==> config.mk <==
export PLATFORM = sky130hd
export DESIGN_NAME = fsq_seq_ctrl
export DESIGN_NICKNAME = d
export VERILOG_FILES = /design/src/inc/fsq_pkg.sv /design/src/fsq_pin_sync.sv /design/src/fsq_seq_ctrl.sv
export SDC_FILE = /design/constraint.sdc
export NUM_CORES = 1
export LEC_CHECK = 0
export BUFFER_PORTS_ARGS = -buffer_cell sky130_fd_sc_hd__buf_4
export CORE_MARGIN = 1.5
export CORE_UTILIZATION = 45
export DETAILED_ROUTE_END_ITERATION = 10
export HOLD_SLACK_MARGIN = 0.15
export PLACE_DENSITY = 0.64
export SLEW_MARGIN = 20
export SYNTH_ARGS = -nofsm -noshare
export SYNTH_HDL_FRONTEND = slang
export SYNTH_SLANG_ARGS = --single-unit
==> constraint.sdc <==
create_clock -name clk -period 4.88 [get_ports clk]
set_clock_uncertainty 0.1 [all_clocks]
set_input_delay 1.22 -clock clk [delete_from_list [all_inputs] [get_ports clk]]
set_output_delay 1.22 -clock clk [all_outputs]
set_load 0.02 [all_outputs]
==> src/inc/fsq_pkg.sv <==
// package: register map, field layout, codes and state types of the sequencer block
package fsq_pkg;

	localparam int ADDR_W = 6;
	localparam int DATA_W = 32;
	localparam int REG_W = 8;
	localparam int CNT_W = 16;
	localparam int CMD_W = 3;
	localparam int ERR_W = 6;

	// byte addresses of the register words
	localparam logic [ADDR_W-1:0] OFS_ADDR_LOW = 6'h00;
	localparam logic [ADDR_W-1:0] OFS_ADDR_HIGH = 6'h04;
	localparam logic [ADDR_W-1:0] OFS_END_LOW = 6'h08;
	localparam logic [ADDR_W-1:0] OFS_END_HIGH = 6'h0c;
	localparam logic [ADDR_W-1:0] OFS_WDATA_LOW = 6'h10;
	localparam logic [ADDR_W-1:0] OFS_WDATA_HIGH = 6'h14;
	localparam logic [ADDR_W-1:0] OFS_AREA_SEL = 6'h18;
	localparam logic [ADDR_W-1:0] OFS_MAIN_CTRL = 6'h1c;
	localparam logic [ADDR_W-1:0] OFS_EXTRA_CTRL = 6'h20;
	localparam logic [ADDR_W-1:0] OFS_STATUS_HIGH = 6'h24;
	localparam logic [ADDR_W-1:0] OFS_ERR_STATUS = 6'h28;
	localparam logic [ADDR_W-1:0] OFS_REG_INIT = 6'h2c;
	localparam logic [ADDR_W-1:0] OFS_SETTING = 6'h30;
	localparam logic [ADDR_W-1:0] OFS_BOOT_STATUS = 6'h34;

	// field positions
	localparam int BIT_START = 7;
	localparam int BIT_STOP = 6;
	localparam int BIT_EXTRA_END = 7;
	localparam int BIT_MAIN_END = 6;
	localparam int BIT_SWAP = 7;
	localparam int BIT_CLUSTER = 6;
	localparam int BIT_BOOT_CL1 = 0;
	localparam int BIT_MAIN_BUSY = 1;
	localparam int BIT_EXTRA_BUSY = 2;
	localparam int ERR_EXTRA = 5;
	localparam int ERR_MAIN = 4;
	localparam int ERR_BLANK = 3;
	localparam int ERR_WRITE = 1;
	localparam int ERR_ERASE = 0;

	localparam logic [ERR_W-1:0] ERR_VALID = 6'h3b;
	localparam logic [ERR_W-1:0] ERR_MAIN_SET = 6'h1b;

	// command codes in the low bits of main_seq_ctrl
	localparam logic [CMD_W-1:0] CMD_WRITE = 3'h1;
	localparam logic [CMD_W-1:0] CMD_BLANK = 3'h3;
	localparam logic [CMD_W-1:0] CMD_ERASE = 3'h4;

	localparam logic [REG_W-1:0] REG_ZERO = 8'h00;
	localparam logic [REG_W-1:0] INIT_ARM = 8'h01;
	localparam logic [REG_W-1:0] INIT_FIRE = 8'h00;
	localparam logic [REG_W-1:0] OPC_ILLEGAL = 8'hff;

	typedef enum logic [1:0] {
		SQ_IDLE = 2'b00,
		SQ_RUN = 2'b01,
		SQ_DONE = 2'b10
	} fsq_seq_t;

	typedef struct packed {
		logic [REG_W-1:0] addrLow, addrHigh, endLow, endHigh;
		logic [REG_W-1:0] wdLow, wdHigh, areaSel;
		logic [REG_W-1:0] mainCtrl, extraCtrl, setting;
		logic [ERR_W-1:0] errStat;
		fsq_seq_t mainSt;
		fsq_seq_t extraSt;
		logic [CNT_W-1:0] mainCnt;
		logic [CNT_W-1:0] extraCnt;
		logic initArmed;
		logic bootCluster1;
		logic ack;
		logic resetReq;
		logic [DATA_W-1:0] rdata;
	} fsq_state_t;

	typedef struct packed {
		logic [2:0] chain;
		logic level;
	} fsq_sync_t;

	localparam fsq_state_t ST_RESET = '0;
	localparam fsq_sync_t SYNC_RESET = '0;

endpackage : fsq_pkg

==> src/fsq_pin_sync.sv <==
// three-stage synchroniser for a pin level, with agreement filter
`timescale 1ns/1ps
module fsq_pin_sync import fsq_pkg::*; (
	input wire logic clk,
	input wire logic reset,
	input wire logic ce,
	input wire logic pinIn,
	output logic level
);
	fsq_sync_t s_r;
	fsq_sync_t s_nxt;

	// stage 0 feeds only stage 1; the level moves when stages 1 and 2 agree
	always_comb begin
		s_nxt = s_r;
		s_nxt.chain = {s_r.chain[1:0], pinIn};
		if (s_r.chain[1] == s_r.chain[2]) begin
			s_nxt.level = s_r.chain[2];
		end
	end

	always_ff @(posedge clk) begin
		if (reset) begin
			s_r <= SYNC_RESET;
		end else if (ce) begin
			s_r <= s_nxt;
		end
	end

	assign level = s_r.level;
endmodule : fsq_pin_sync

==> src/fsq_seq_ctrl.sv <==
// flash sequencer status, clearing, forced stop and boot swap with avalon slave
//
// How it works
// - extra end flag drops only after extra sequencer done and its control cleared
// - error register: bit5 extra, bit4 main, bit3 blank, bit1 write, bit0 erase
// - init arm then fire clears address, data, area and control registers
// - init pulse leaves error register unchanged
// - stop bit during blank check or erase halts main sequencer
// - illegal opcode 0xff raises an internal cpu reset request
// - no reset from illegal opcode while debugger active
// - setting write with bit7 remaps boot, bit6 picks cluster
// - unchosen cluster sits directly after the boot area
// - any cpu reset reloads boot cluster from security boot flag
// - extra end flag set when extra sequencer operation finishes
// - main end flag set at completion, cleared after control cleared
// - main control: bit7 start, bits 2..0 command, 4 erase
//
// Our own choices: the register offsets and the Avalon-MM register port.
`timescale 1ns/1ps
module fsq_seq_ctrl import fsq_pkg::*; #(
	parameter int MAIN_CYCLES = 16,
	parameter int EXTRA_CYCLES = 16
) (
	input wire logic clk,
	input wire logic reset,
	input wire logic ce,
	input wire logic [ADDR_W-1:0] address,
	input wire logic read,
	input wire logic write,
	input wire logic [DATA_W-1:0] writedata,
	input wire logic [3:0] byteenable,
	output logic [DATA_W-1:0] readdata,
	output logic waitrequest,
	input wire logic mainFailIn,
	input wire logic extraFailIn,
	input wire logic opcodeValid,
	input wire logic [REG_W-1:0] opcode,
	input wire logic debugActivePin,
	input wire logic securityBootFlag,
	output logic mainSeqBusy,
	output logic extraSeqBusy,
	output logic bootCluster1,
	output logic upperCluster1,
	output logic cpuResetReq
);
	localparam logic [CNT_W-1:0] MAIN_LOAD = CNT_W'(MAIN_CYCLES);
	localparam logic [CNT_W-1:0] EXTRA_LOAD = CNT_W'(EXTRA_CYCLES);
	localparam logic [CNT_W-1:0] CNT_ONE = 16'h0001;

	fsq_state_t s_r;
	fsq_state_t s_nxt;
	logic dbgActive;
	logic busReq;
	logic wrTake;
	logic rdTake;
	logic [REG_W-1:0] wb;

	fsq_pin_sync u_dbg_sync (
		.clk(clk),
		.reset(reset),
		.ce(ce),
		.pinIn(debugActivePin),
		.level(dbgActive)
	);

	////////////////////////////////////////////////////////////////////////
	// helpers

	// pure decode of state, so reading never disturbs anything
	function automatic logic [DATA_W-1:0] regRead(input fsq_state_t st,
		input logic [ADDR_W-1:0] a);
		logic [REG_W-1:0] v;
		v = REG_ZERO;
		case (a)
			OFS_ADDR_LOW: v = st.addrLow;
			OFS_ADDR_HIGH: v = st.addrHigh;
			OFS_END_LOW: v = st.endLow;
			OFS_END_HIGH: v = st.endHigh;
			OFS_WDATA_LOW: v = st.wdLow;
			OFS_WDATA_HIGH: v = st.wdHigh;
			OFS_AREA_SEL: v = st.areaSel;
			OFS_MAIN_CTRL: v = st.mainCtrl;
			OFS_EXTRA_CTRL: v = st.extraCtrl;
			OFS_STATUS_HIGH: begin
				v[BIT_EXTRA_END] = (st.extraSt == SQ_DONE);
				v[BIT_MAIN_END] = (st.mainSt == SQ_DONE);
			end
			OFS_ERR_STATUS: v = REG_W'(st.errStat & ERR_VALID);
			OFS_SETTING: v = st.setting;
			OFS_BOOT_STATUS: begin
				v[BIT_BOOT_CL1] = st.bootCluster1;
				v[BIT_MAIN_BUSY] = (st.mainSt == SQ_RUN);
				v[BIT_EXTRA_BUSY] = (st.extraSt == SQ_RUN);
			end
			default: v = REG_ZERO;
		endcase
		return {{(DATA_W-REG_W){1'b0}}, v};
	endfunction : regRead

	// error bits raised by a failing main command
	function automatic logic [ERR_W-1:0] cmdErr(input logic [CMD_W-1:0] c);
		logic [ERR_W-1:0] e;
		e = '0;
		e[ERR_MAIN] = 1'b1;
		case (c)
			CMD_ERASE: e[ERR_ERASE] = 1'b1;
			CMD_WRITE: e[ERR_WRITE] = 1'b1;
			CMD_BLANK: e[ERR_BLANK] = 1'b1;
			default: e[ERR_MAIN] = 1'b1;
		endcase
		return e;
	endfunction : cmdErr

	function automatic logic stoppable(input logic [CMD_W-1:0] c);
		return (c == CMD_ERASE) || (c == CMD_BLANK);
	endfunction : stoppable

	////////////////////////////////////////////////////////////////////////
	// bus handshake: one wait cycle, then accept

	assign busReq = read || write;
	assign waitrequest = busReq && !(s_r.ack && ce);
	assign wrTake = write && s_r.ack && ce;
	assign rdTake = read && s_r.ack && ce;
	assign wb = writedata[REG_W-1:0];

	////////////////////////////////////////////////////////////////////////
	// next state

	always_comb begin
		s_nxt = s_r;
		s_nxt.ack = busReq && !s_r.ack;
		s_nxt.resetReq = 1'b0;
		if (busReq && !s_r.ack && read) begin
			s_nxt.rdata = regRead(s_r, address);
		end

		// main sequencer
		unique case (s_r.mainSt)
			SQ_IDLE: s_nxt.mainCnt = '0;
			SQ_RUN: begin
				if (s_r.mainCnt <= CNT_ONE) begin
					s_nxt.mainSt = SQ_DONE;
					s_nxt.mainCnt = '0;
					if (mainFailIn) begin
						s_nxt.errStat = s_r.errStat |
							cmdErr(s_r.mainCtrl[CMD_W-1:0]);
					end
				end else begin
					s_nxt.mainCnt = s_r.mainCnt - CNT_ONE;
				end
			end
			SQ_DONE: begin
				if (s_r.mainCtrl == REG_ZERO) begin
					s_nxt.mainSt = SQ_IDLE;
				end
			end
			default: s_nxt.mainSt = SQ_IDLE;
		endcase

		// extra-area sequencer
		unique case (s_r.extraSt)
			SQ_IDLE: s_nxt.extraCnt = '0;
			SQ_RUN: begin
				if (s_r.extraCnt <= CNT_ONE) begin
					s_nxt.extraSt = SQ_DONE;
					s_nxt.extraCnt = '0;
					if (extraFailIn) begin
						s_nxt.errStat[ERR_EXTRA] = 1'b1;
					end
				end else begin
					s_nxt.extraCnt = s_r.extraCnt - CNT_ONE;
				end
			end
			SQ_DONE: begin
				if (s_r.extraCtrl == REG_ZERO) begin
					s_nxt.extraSt = SQ_IDLE;
				end
			end
			default: s_nxt.extraSt = SQ_IDLE;
		endcase

		// register writes, low byte lane only
		if (wrTake && byteenable[0]) begin
			case (address)
				OFS_ADDR_LOW: s_nxt.addrLow = wb;
				OFS_ADDR_HIGH: s_nxt.addrHigh = wb;
				OFS_END_LOW: s_nxt.endLow = wb;
				OFS_END_HIGH: s_nxt.endHigh = wb;
				OFS_WDATA_LOW: s_nxt.wdLow = wb;
				OFS_WDATA_HIGH: s_nxt.wdHigh = wb;
				OFS_AREA_SEL: s_nxt.areaSel = wb;
				OFS_MAIN_CTRL: begin
					s_nxt.mainCtrl = wb;
					if (wb[BIT_START] && s_r.mainSt == SQ_IDLE) begin
						s_nxt.mainSt = SQ_RUN;
						s_nxt.mainCnt = MAIN_LOAD;
						// keeps an extra error raised in this same cycle
						s_nxt.errStat = s_nxt.errStat & ~ERR_MAIN_SET;
					end
					if (wb[BIT_STOP] && s_r.mainSt == SQ_RUN &&
						stoppable(s_r.mainCtrl[CMD_W-1:0])) begin
						s_nxt.mainSt = SQ_DONE;
						s_nxt.mainCnt = '0;
					end
				end
				OFS_EXTRA_CTRL: begin
					s_nxt.extraCtrl = wb;
					if (wb[BIT_START] && s_r.extraSt == SQ_IDLE) begin
						s_nxt.extraSt = SQ_RUN;
						s_nxt.extraCnt = EXTRA_LOAD;
						s_nxt.errStat[ERR_EXTRA] = 1'b0;
					end
				end
				OFS_REG_INIT: begin
					s_nxt.initArmed = (wb == INIT_ARM);
					if (wb == INIT_FIRE && s_r.initArmed) begin
						// error register deliberately untouched
						s_nxt.addrLow = REG_ZERO;
						s_nxt.addrHigh = REG_ZERO;
						s_nxt.endLow = REG_ZERO;
						s_nxt.endHigh = REG_ZERO;
						s_nxt.wdLow = REG_ZERO;
						s_nxt.wdHigh = REG_ZERO;
						s_nxt.areaSel = REG_ZERO;
						s_nxt.mainCtrl = REG_ZERO;
						s_nxt.extraCtrl = REG_ZERO;
					end
				end
				OFS_SETTING: begin
					s_nxt.setting = wb;
					if (wb[BIT_SWAP]) begin
						s_nxt.bootCluster1 = wb[BIT_CLUSTER];
					end
				end
				default: s_nxt.setting = s_r.setting;
			endcase
		end

		if (opcodeValid && opcode == OPC_ILLEGAL && !dbgActive) begin
			s_nxt.resetReq = 1'b1;
		end
		if (s_r.resetReq) begin
			s_nxt.bootCluster1 = !securityBootFlag;
		end
	end

	always_ff @(posedge clk) begin
		if (reset) begin
			s_r <= ST_RESET;
			// flag set means cluster 0 boots
			s_r.bootCluster1 <= !securityBootFlag;
		end else if (ce) begin
			s_r <= s_nxt;
		end
	end

	////////////////////////////////////////////////////////////////////////
	// outputs

	assign readdata = s_r.rdata;
	assign mainSeqBusy = (s_r.mainSt == SQ_RUN);
	assign extraSeqBusy = (s_r.extraSt == SQ_RUN);
	assign bootCluster1 = s_r.bootCluster1;
	assign upperCluster1 = !s_r.bootCluster1;
	assign cpuResetReq = s_r.resetReq;
endmodule : fsq_seq_ctrl

==> results.toml, run 1 <==
[setup_path]
cp_slowest_cell = "dfxtp_1"
worstSetupEndpointType = "output port"
crit_path_start_kind = "flop"
crit_fanout = 16
crit_chain = "nand2b_1, inv_1, buf_4"
cp_data_arrival_time_ps = 1980
worst_ep_required_time_ps = 3560
critPathKind = "flop to output port"
crit_path_max_incr_delay_ps = 690

[floorplan]
pin_count = 98
die_w_um = 131.0
core_sq_um = 15940
start_util_pct = 46.23
die_area_sq_um = 17150
fp.dieH_um = 131.0
rows = 46

[detailed_routing]
ant_nets = 0
via_count = 6338
vias_per_cell = 5.852
dr.pass1.iters = 6
drt-wirelength-per-cell_um = 18.24
wl_um = 19750
initialDrtViolationCount = 665
drc = 0

[sta]
max_freq_mhz = 303.1
max_slew_margin_pct = 27.48
rsz0062_at_grt = "no"
setup_viol = 0
hold_viol_final = 0
layout_min_cycle_time_ps = 3300
finalMaxSlewViolations = 0
fin_tns_setup_ps = 0
worst_slack_ps = 1581
period_share_pct = 67.61
tightestPinTransition_ps = 1088

[synth]
ys_types = 72
ys_seq_elements = 137
synthCells = 844
yosysSeqAreaShare_pct = 37.35
yosys-top-cells-area = "dfxtp_1 37%, mux2i_1 9.9%, nand2b_1 5.5%"
ys_warn_count = 0
synth_largest_area_cell = "dfxtp_1"
synth_area_sq_um = 7370
synth-edff-count = 1
yosys.cell_count.top_type = "dfxtp_1"
synth_common_cells = "136 x dfxtp_1, 73 x mux2i_1, 65 x nand2b_1, 62 x nand2_1, 54 x nor2_1"
synth_top_area_share_pct = 36.94
async_reset_ff_share_pct = 0
avgSynthCellArea_sq_um = 8.732
synth_ff_type = "dfxtp_1"

[clock_tree]
hold_buffers = 0
cts.sinks = 137
insertion_delay_ps = 430
cts_setup_buffers = 0
root_buffer = "clkbuf_16"
clock_path_buffers = 2
cts_tree = "built"
clk_pin_slew_ps = 60
cts_buffers = 17
cts_resized = 0
htreeDepth = 4

[power]
power.switching_w = 0.0007534
leakage_nw = 2.933
peakVddDrop_uv = 217.0
powerDensity_nw_per_um2 = 338.5
total_power_w = 0.002798
power.internal_w = 0.002045
clkPwrFrac_pct = 47.4
swShare_pct = 26.92
pwr-share-comb_pct = 11.5
power.share.sequential_pct = 41.1

[layout]
ff_latch_area_sq_um = 2753
syn_to_final_growth_pct = 12.16
fillers = 1496
multi_input_area_sq_um = 4158
layout-drive-gt1-share_pct = 13.73
fin_nets = 919
diodes = 0

[grt]
grt_max_degree = 94
grt-ovfl-total = 0
grt_pass1_wl_um = 31080
antenna_found_initial = 0
track_usage_pct = 23.43
grt_pass1_vias = 5703

[placement]
dp_hpwl_um = 13340
gp_congestion = 0.8517
numPortBuffers = 46
preCtsSetupSlack_ps = 1184

[job]
drv_cap = 0

[min_path]
hold_class = "flop to flop"

[outcome]
status = "complete, no violations"
[layout by cell type, fill, tap and decap left out, types with 16 or more instances in the layout]
| master | n |
|---|---|
| a31oi_1 | 19 |
| dfxtp_1 | 136 |
| nor2_1 | 54 |
| inv_1 | 23 |
| nor3_1 | 16 |
| buf_4 | 53 |
| a22o_1 | 16 |
| conb_1 | 24 |
| mux2i_1 | 73 |
| a21oi_1 | 25 |
| o21ai_0 | 44 |
| clkbuf_16 | 17 |
| nand2_1 | 62 |
| nand2b_1 | 65 |
[power by group through the flow]
stage | Clock (W) | Combinational, W | Sequential (W)
4_1_cts | 0.00134 | 0.000318 | 0.00115
6_report | 0.00133 | 0.000322 | 0.00115
3_5_place_dp | 0 | 0.000316 | 0.00117
2_1_floorplan | 0 | 0.000256 | 0.00117
5_1_grt | 0.00138 | 0.000354 | 0.00115
3_3_place_gp | 0 | 0.000315 | 0.00117
[logic make-up (layout without fill, tap and decap cells)]
| family | after synthesis | after routing | synth area share (%) |
|---|---|---|---|
| simple gates | 310 | 310 | 23.34 |
| compound gates | 200 | 200 | 19.52 |
| flops | 137 | 137 | 37.35 |
| buf+inv | 107 | 107 | 7.402 |
| mux | 82 | 82 | 11.29 |
| fa+ha+maj | 4 | 4 | 0.6791 |
| xor+xnor | 3 | 3 | 0.3566 |
| other cells | 1 | 24 | 0.05088 |
[worst max-delay path: cells and delay by family, from the launching register on]
family | cells | cell delay, ps
buffers and inverters | 2 | 450
and+or+nand+nor | 1 | 410
DFF | 1 | 690
[metal layers]
metal | GRT usage (%) | part of all wire (%)
met5 | 0 | 0
met4 | 6.723 | 1.4
met3 | 3.502 | 5.7
met2 | 36.13 | 44
met1 | 33.88 | 49
[area by class of cell]
| type | count | area share, % |
|---|---|---|
| well taps | 216 | 3.270 |
| clock inverters | 14 | 2.119 |
| inverters | 23 | 1.045 |
| clock buffers | 17 | 5.147 |
| flip-flops and latches | 137 | 33.30 |
| multi-input cells | 623 | 50.30 |
| repair buffers | 53 | 4.814 |
[sequential cells by signal (all words and copies together) (netlist names)]
name,count
u_dbg_sync.s_r,1
s_r,123
readdata,8
cpuResetReq,1
u_dbg_sync.level,1
u_dbg_sync.s_nxt,2
bootCluster1,1
[path summary, 6_finish.rpt]
check | from | to | slack, ps | depth (start not counted)
min | s_r[62] | s_r[62] | 370 | 2
max | s_r[70] | mainSeqBusy | 1580 | 3
min reg2reg | s_r[62] | s_r[62] | 370 | 2
max reg2reg | s_r[70] | s_r[61] | 1980 | 5
[metrics by stage]
stage,hold WS (ps),utilization [%],area (sq um),cells
2_1_floorplan,336.3,-,7456,867
3_3_place_gp,348.0,48.08,7665,1052
3_5_place_dp,356.5,48.08,7665,1052
4_1_cts,367.7,51.84,8265,1083
5_1_grt,386.1,51.84,8265,1083
6_report,369.4,51.84,8265,1083
Note: power is estimated with default switching activity, not from simulation.
==> run 2: changes to the inputs <==
- clock period: 4.88 -> 3.05 ns (I/O delays scaled with it)
==> run 2 against run 1 <==
  * Register-to-register slack worse by 1400 ps
  * Non-clock buffer count is 24 higher
  * Final cell count is 2.2% higher
  * Sequential share of layout area is 1.0 points lower
  * Combinational power is 65% higher
  * Final area is 3.2% higher
  * Core utilization is 1.6 points higher
  * Power is 71% higher
  * Worst hold slack better by 2.8 ps
  * Sequential power is 60% higher
  * Die area stayed put
  * Clock power is 81% higher
  * Critical endpoint is now s_r[62]
==> results.toml, run 2 (synthesis results as in run 1) <==
[outcome]
status = "complete, no violations"

[clock_tree]
insertion_delay_ps = 430
root_buffer = "clkbuf_16"
cts_setup_buffers = 0
clk_pin_slew_ps = 60
htreeDepth = 4
cts_tree = "built"
cts.sinks = 137
hold_buffers = 0
cts_resized = 0
clock_path_buffers = 2
cts_buffers = 17

[grt]
antenna_found_initial = 0
track_usage_pct = 23.68
grt_pass1_wl_um = 31170
grt_pass1_vias = 5739
grt-ovfl-total = 0
grt_max_degree = 93

[power]
powerDensity_nw_per_um2 = 560.1
leakage_nw = 3.099
peakVddDrop_uv = 377.7

[setup_path]
worst_ep_required_time_ps = 3250
crit_chain = "or4_1, nor2_2, nand2_1, nand3_1, o22ai_1"
crit_fanout = 9
crit_path_max_incr_delay_ps = 730
crit_path_start_kind = "flop"
worstSetupEndpointType = "flop"
cp_slowest_cell = "or4_1"
critPathKind = "flop to flop"
cp_data_arrival_time_ps = 2690

[placement]
dp_hpwl_um = 13700
numPortBuffers = 46
preCtsSetupSlack_ps = 187.5
gp_congestion = 0.8836

[layout]
layout_common_cells = "136 x dfxtp_1, 77 x buf_4, 73 x mux2i_1"
fin_nets = 943
syn_to_final_growth_pct = 15.72
layout-drive-gt1-share_pct = 16.05
multi_input_area_sq_um = 4158
final_common_cell = "dfxtp_1"
diodes = 0
fillers = 1473
largest_register = "s_r"
largest_reg_flops = 123
ff_latch_area_sq_um = 2753

[floorplan]
rows = 46
fp.dieH_um = 131.0
start_util_pct = 46.23
core_sq_um = 15940
pin_count = 98
die_w_um = 131.0
die_area_sq_um = 17150

[job]
drv_cap = 0

[detailed_routing]
ant_nets = 0
initialDrtViolationCount = 637
drt-wirelength-per-cell_um = 17.95
via_count = 6386
wl_um = 19870
vias_per_cell = 5.769
dr.pass1.iters = 5
drc = 0

[sta]
fin_tns_setup_ps = 0
period_share_pct = 81.79
max_slew_margin_pct = 44.74
finalMaxSlewViolations = 0
setup_viol = 0
tightestPinTransition_ps = 828.9
max_freq_mhz = 400.9
worst_slack_ps = 555.6
layout_min_cycle_time_ps = 2494
hold_viol_final = 0
rsz0062_at_grt = "no"

[min_path]
hold_class = "flop to flop"
[run 2: cell count changes in the layout (fill, tap and decap cells not counted)]
cell	change
inv_4	+1
inv_6	-2
bufinv_16	+3
clkinv_2	-1
clkinv_4	-2
clkinvlp_4	-2
buf_4	+24
clkbuf_8	+3
[run 2: worst max-delay path: cells and delay by family (launching register included)]
| kind | cells | cell delay, ps |
|---|---|---|
| AOI/OAI and AO/OA | 1 | 160 |
| DFF | 1 | 380 |
| and+or+nand+nor | 4 | 1730 |
[run 2: power breakdown]
group	internal [W]	switching, W
clock network	0.00159	0.000812
registers	0.00181	0.0000269
logic	0.000188	0.000344
total	0.00359	0.00118
[run 2: routing by layer]
| layer | vias up | GRT usage, % | wire [um] |
|---|---|---|---|
| met5 | - | 0 | 0 |
| met4 | 0 | 8.403 | 388 |
| met3 | 29 | 4.520 | 1277 |
| met2 | 230 | 35.05 | 8593 |
| met1 | 3018 | 34.21 | 9611 |
| li1 | 3109 | - | - |
[run 2: layout make-up]
class / instances / share of cell area (%)
inverter: 23 / 1.012
sequential: 137 / 32.28
clock buffer: 20 / 5.472
tap: 216 / 3.169
timing repair buffer: 77 / 6.778
clock inverter: 11 / 2.538
multi-input combinational: 623 / 48.75
[run 2: stage by stage]
step	util, %	total power [W]	cell area [sq um]	hold WS [ps]	std cells
4_1_cts	53.49	0.004788	8528	373.4	1107
5_1_grt	53.49	0.004916	8528	379.9	1107
6_report	53.49	0.004777	8528	372.3	1107
3_3_place_gp	49.21	0.002401	7845	350.6	1076
2_1_floorplan	-	0.002277	7456	336.3	867
3_5_place_dp	49.21	0.002401	7845	354.5	1076
[run 2: final timing paths]
check	slack, ps	endpoint	startpoint	cells after the start
min reg2reg	370	s_r[134]	s_r[134]	2
max	560	s_r[62]	s_r[56]	5
min	370	s_r[134]	s_r[134]	2
max reg2reg	560	s_r[62]	s_r[56]	5
==> run 3: changes to the inputs <==
- clock period: 3.05 -> 2.3 ns (I/O delays scaled with it)
==> run 3 against run 2 <==
  * Power increased by 19%
  * Final area increased by 6.6%
  * First-iteration DRC count decreased by 7.4%
  * Critical path type unchanged
  * Largest cell class unchanged
==> results.toml, run 3 (synthesis results as in run 1) <==
[setup_path]
crit_fanout = 9
critPathTopFamily = "simple AND/OR/NAND/NOR gates"
crit_path_max_incr_delay_ps = 600
path_buf_inv = 1
critPathKind = "flop to flop"
cp_data_arrival_time_ps = 2380
cp_slowest_cell = "or4_1"
crit_chain = "or4_1, nor4_2, buf_4, nand2_2, a31oi_1, o22ai_1"
crit_path_start_kind = "flop"
reg2reg_depth = 6
cp_num_cells = 6
worstSetupEndpointType = "flop"
worst_ep_required_time_ps = 2510

[power]
leakage_nw = 3.456
peakVddDrop_uv = 421.4
powerDensity_nw_per_um2 = 626.7

[detailed_routing]
dr.pass1.iters = 8
wl_um = 20600
drc = 0
ant_nets = 0
vias_per_cell = 5.700
via_count = 6754
initialDrtViolationCount = 590
drt-wirelength-per-cell_um = 17.38

[clock_tree]
root_buffer = "clkbuf_16"
clk_pin_slew_ps = 60
clock_path_buffers = 2
cts.sinks = 137
cts_setup_buffers = 0
htreeDepth = 4
cts_tree = "built"
insertion_delay_ps = 430
cts_buffers = 17

[grt]
grt_max_degree = 93
antenna_found_initial = 0
track_usage_pct = 24.36
grt-ovfl-total = 0
grt_pass1_vias = 6123
grt_pass1_wl_um = 32040

[floorplan]
die_area_sq_um = 17150
fp.dieH_um = 131.0
core_sq_um = 15940
pin_count = 98
rows = 46
start_util_pct = 46.23
die_w_um = 131.0

[layout]
largest_register = "s_r"
diodes = 0
syn_to_final_growth_pct = 23.36
final_common_cell = "buf_4"
fin_nets = 1022
layout-drive-gt1-share_pct = 22.60
layout_common_cells = "146 x buf_4, 136 x dfxtp_1, 73 x mux2i_1"
largest_reg_flops = 123

[min_path]
min_path_cells = 3
hold_class = "input port to flop"

[sta]
finalMaxSlewViolations = 0
hold_viol_final = 0
worst_slack_ps = 122.7
setup_viol = 0
tightestPinTransition_ps = 762.8
period_share_pct = 94.67
max_slew_margin_pct = 49.15
max_freq_mhz = 459.3
hold_slack_ps = 297.1
layout_min_cycle_time_ps = 2177
rsz0062_at_grt = "no"

[job]
drv_cap = 0

[placement]
numPortBuffers = 46
dp_hpwl_um = 14690
gp_congestion = 0.8772
preCtsSetupSlack_ps = -209.0

[outcome]
status = "complete, no violations"
==> run 3: cell type report <==
| cell class | instances | area [sq um] |
|---|---|---|
| fillers | 1470 | 6852 |
| multi-input cells | 623 | 4172 |
| flip-flops and latches | 137 | 2753 |
| repair buffers | 156 | 1296 |
| clock buffers | 22 | 464.2 |
| well taps | 216 | 270.3 |
| inverters | 23 | 86.33 |
| clock inverters | 8 | 50.05 |
==> run 3: timing repair <==
action                                  4_1_cts  5_1_grt
hold buffers                                  0        0
gates resized for setup                       0        1
endpoints found under the setup margin        0        7
==> run 3: worst register-to-register path: stages, from the launching register on <==
cell     delay [ps]
dfxtp_1         350
or4_1           600
nor4_2          360
buf_4           210
nand2_2         130
a31oi_1         210
o22ai_1         100
==> run 3: stage by stage <==
stage	utilization [%]	cell area, sq um	total power (W)	instances	setup TNS, ps
3_5_place_dp	53.75	8569	0.003298	1155	-13790
2_1_floorplan	-	7462	0.003020	867	0
4_1_cts	56.98	9084	0.005724	1185	0
5_1_grt	57.02	9091	0.005917	1185	0
6_report	57.02	9091	0.005697	1185	0
3_3_place_gp	53.75	8569	0.003295	1155	-12850
==> run 3: final timing paths <==
| path | startpoint | end | slack [ps] |
|---|---|---|---|
| hold / removal | debugActivePin | u_dbg_sync.s_nxt[2] | 300 |
| setup / recovery | s_r[45] | s_r[46] | 120 |
| hold reg to reg | s_r[65] | s_r[65] | 370 |
| setup reg to reg | s_r[45] | s_r[46] | 120 |
==> run 3: where the power goes <==
group	switching (W)	internal [W]	total, W
clock network	0.00101	0.00141	0.00243
logic	0.000504	0.000342	0.000846
registers	0.0000219	0.00240	0.00243
total	0.00154	0.00416	0.00570
==> run 3: per-layer routing <==
metal / vias to the layer above / GRT usage, % / routed length (um)
li1: 3267 / - / -
met1: 3222 / 33.93 / 9886
met2: 244 / 37.48 / 9147
met3: 21 / 5.863 / 1284
met4: 0 / 6.981 / 278
met5: - / 0 / 0
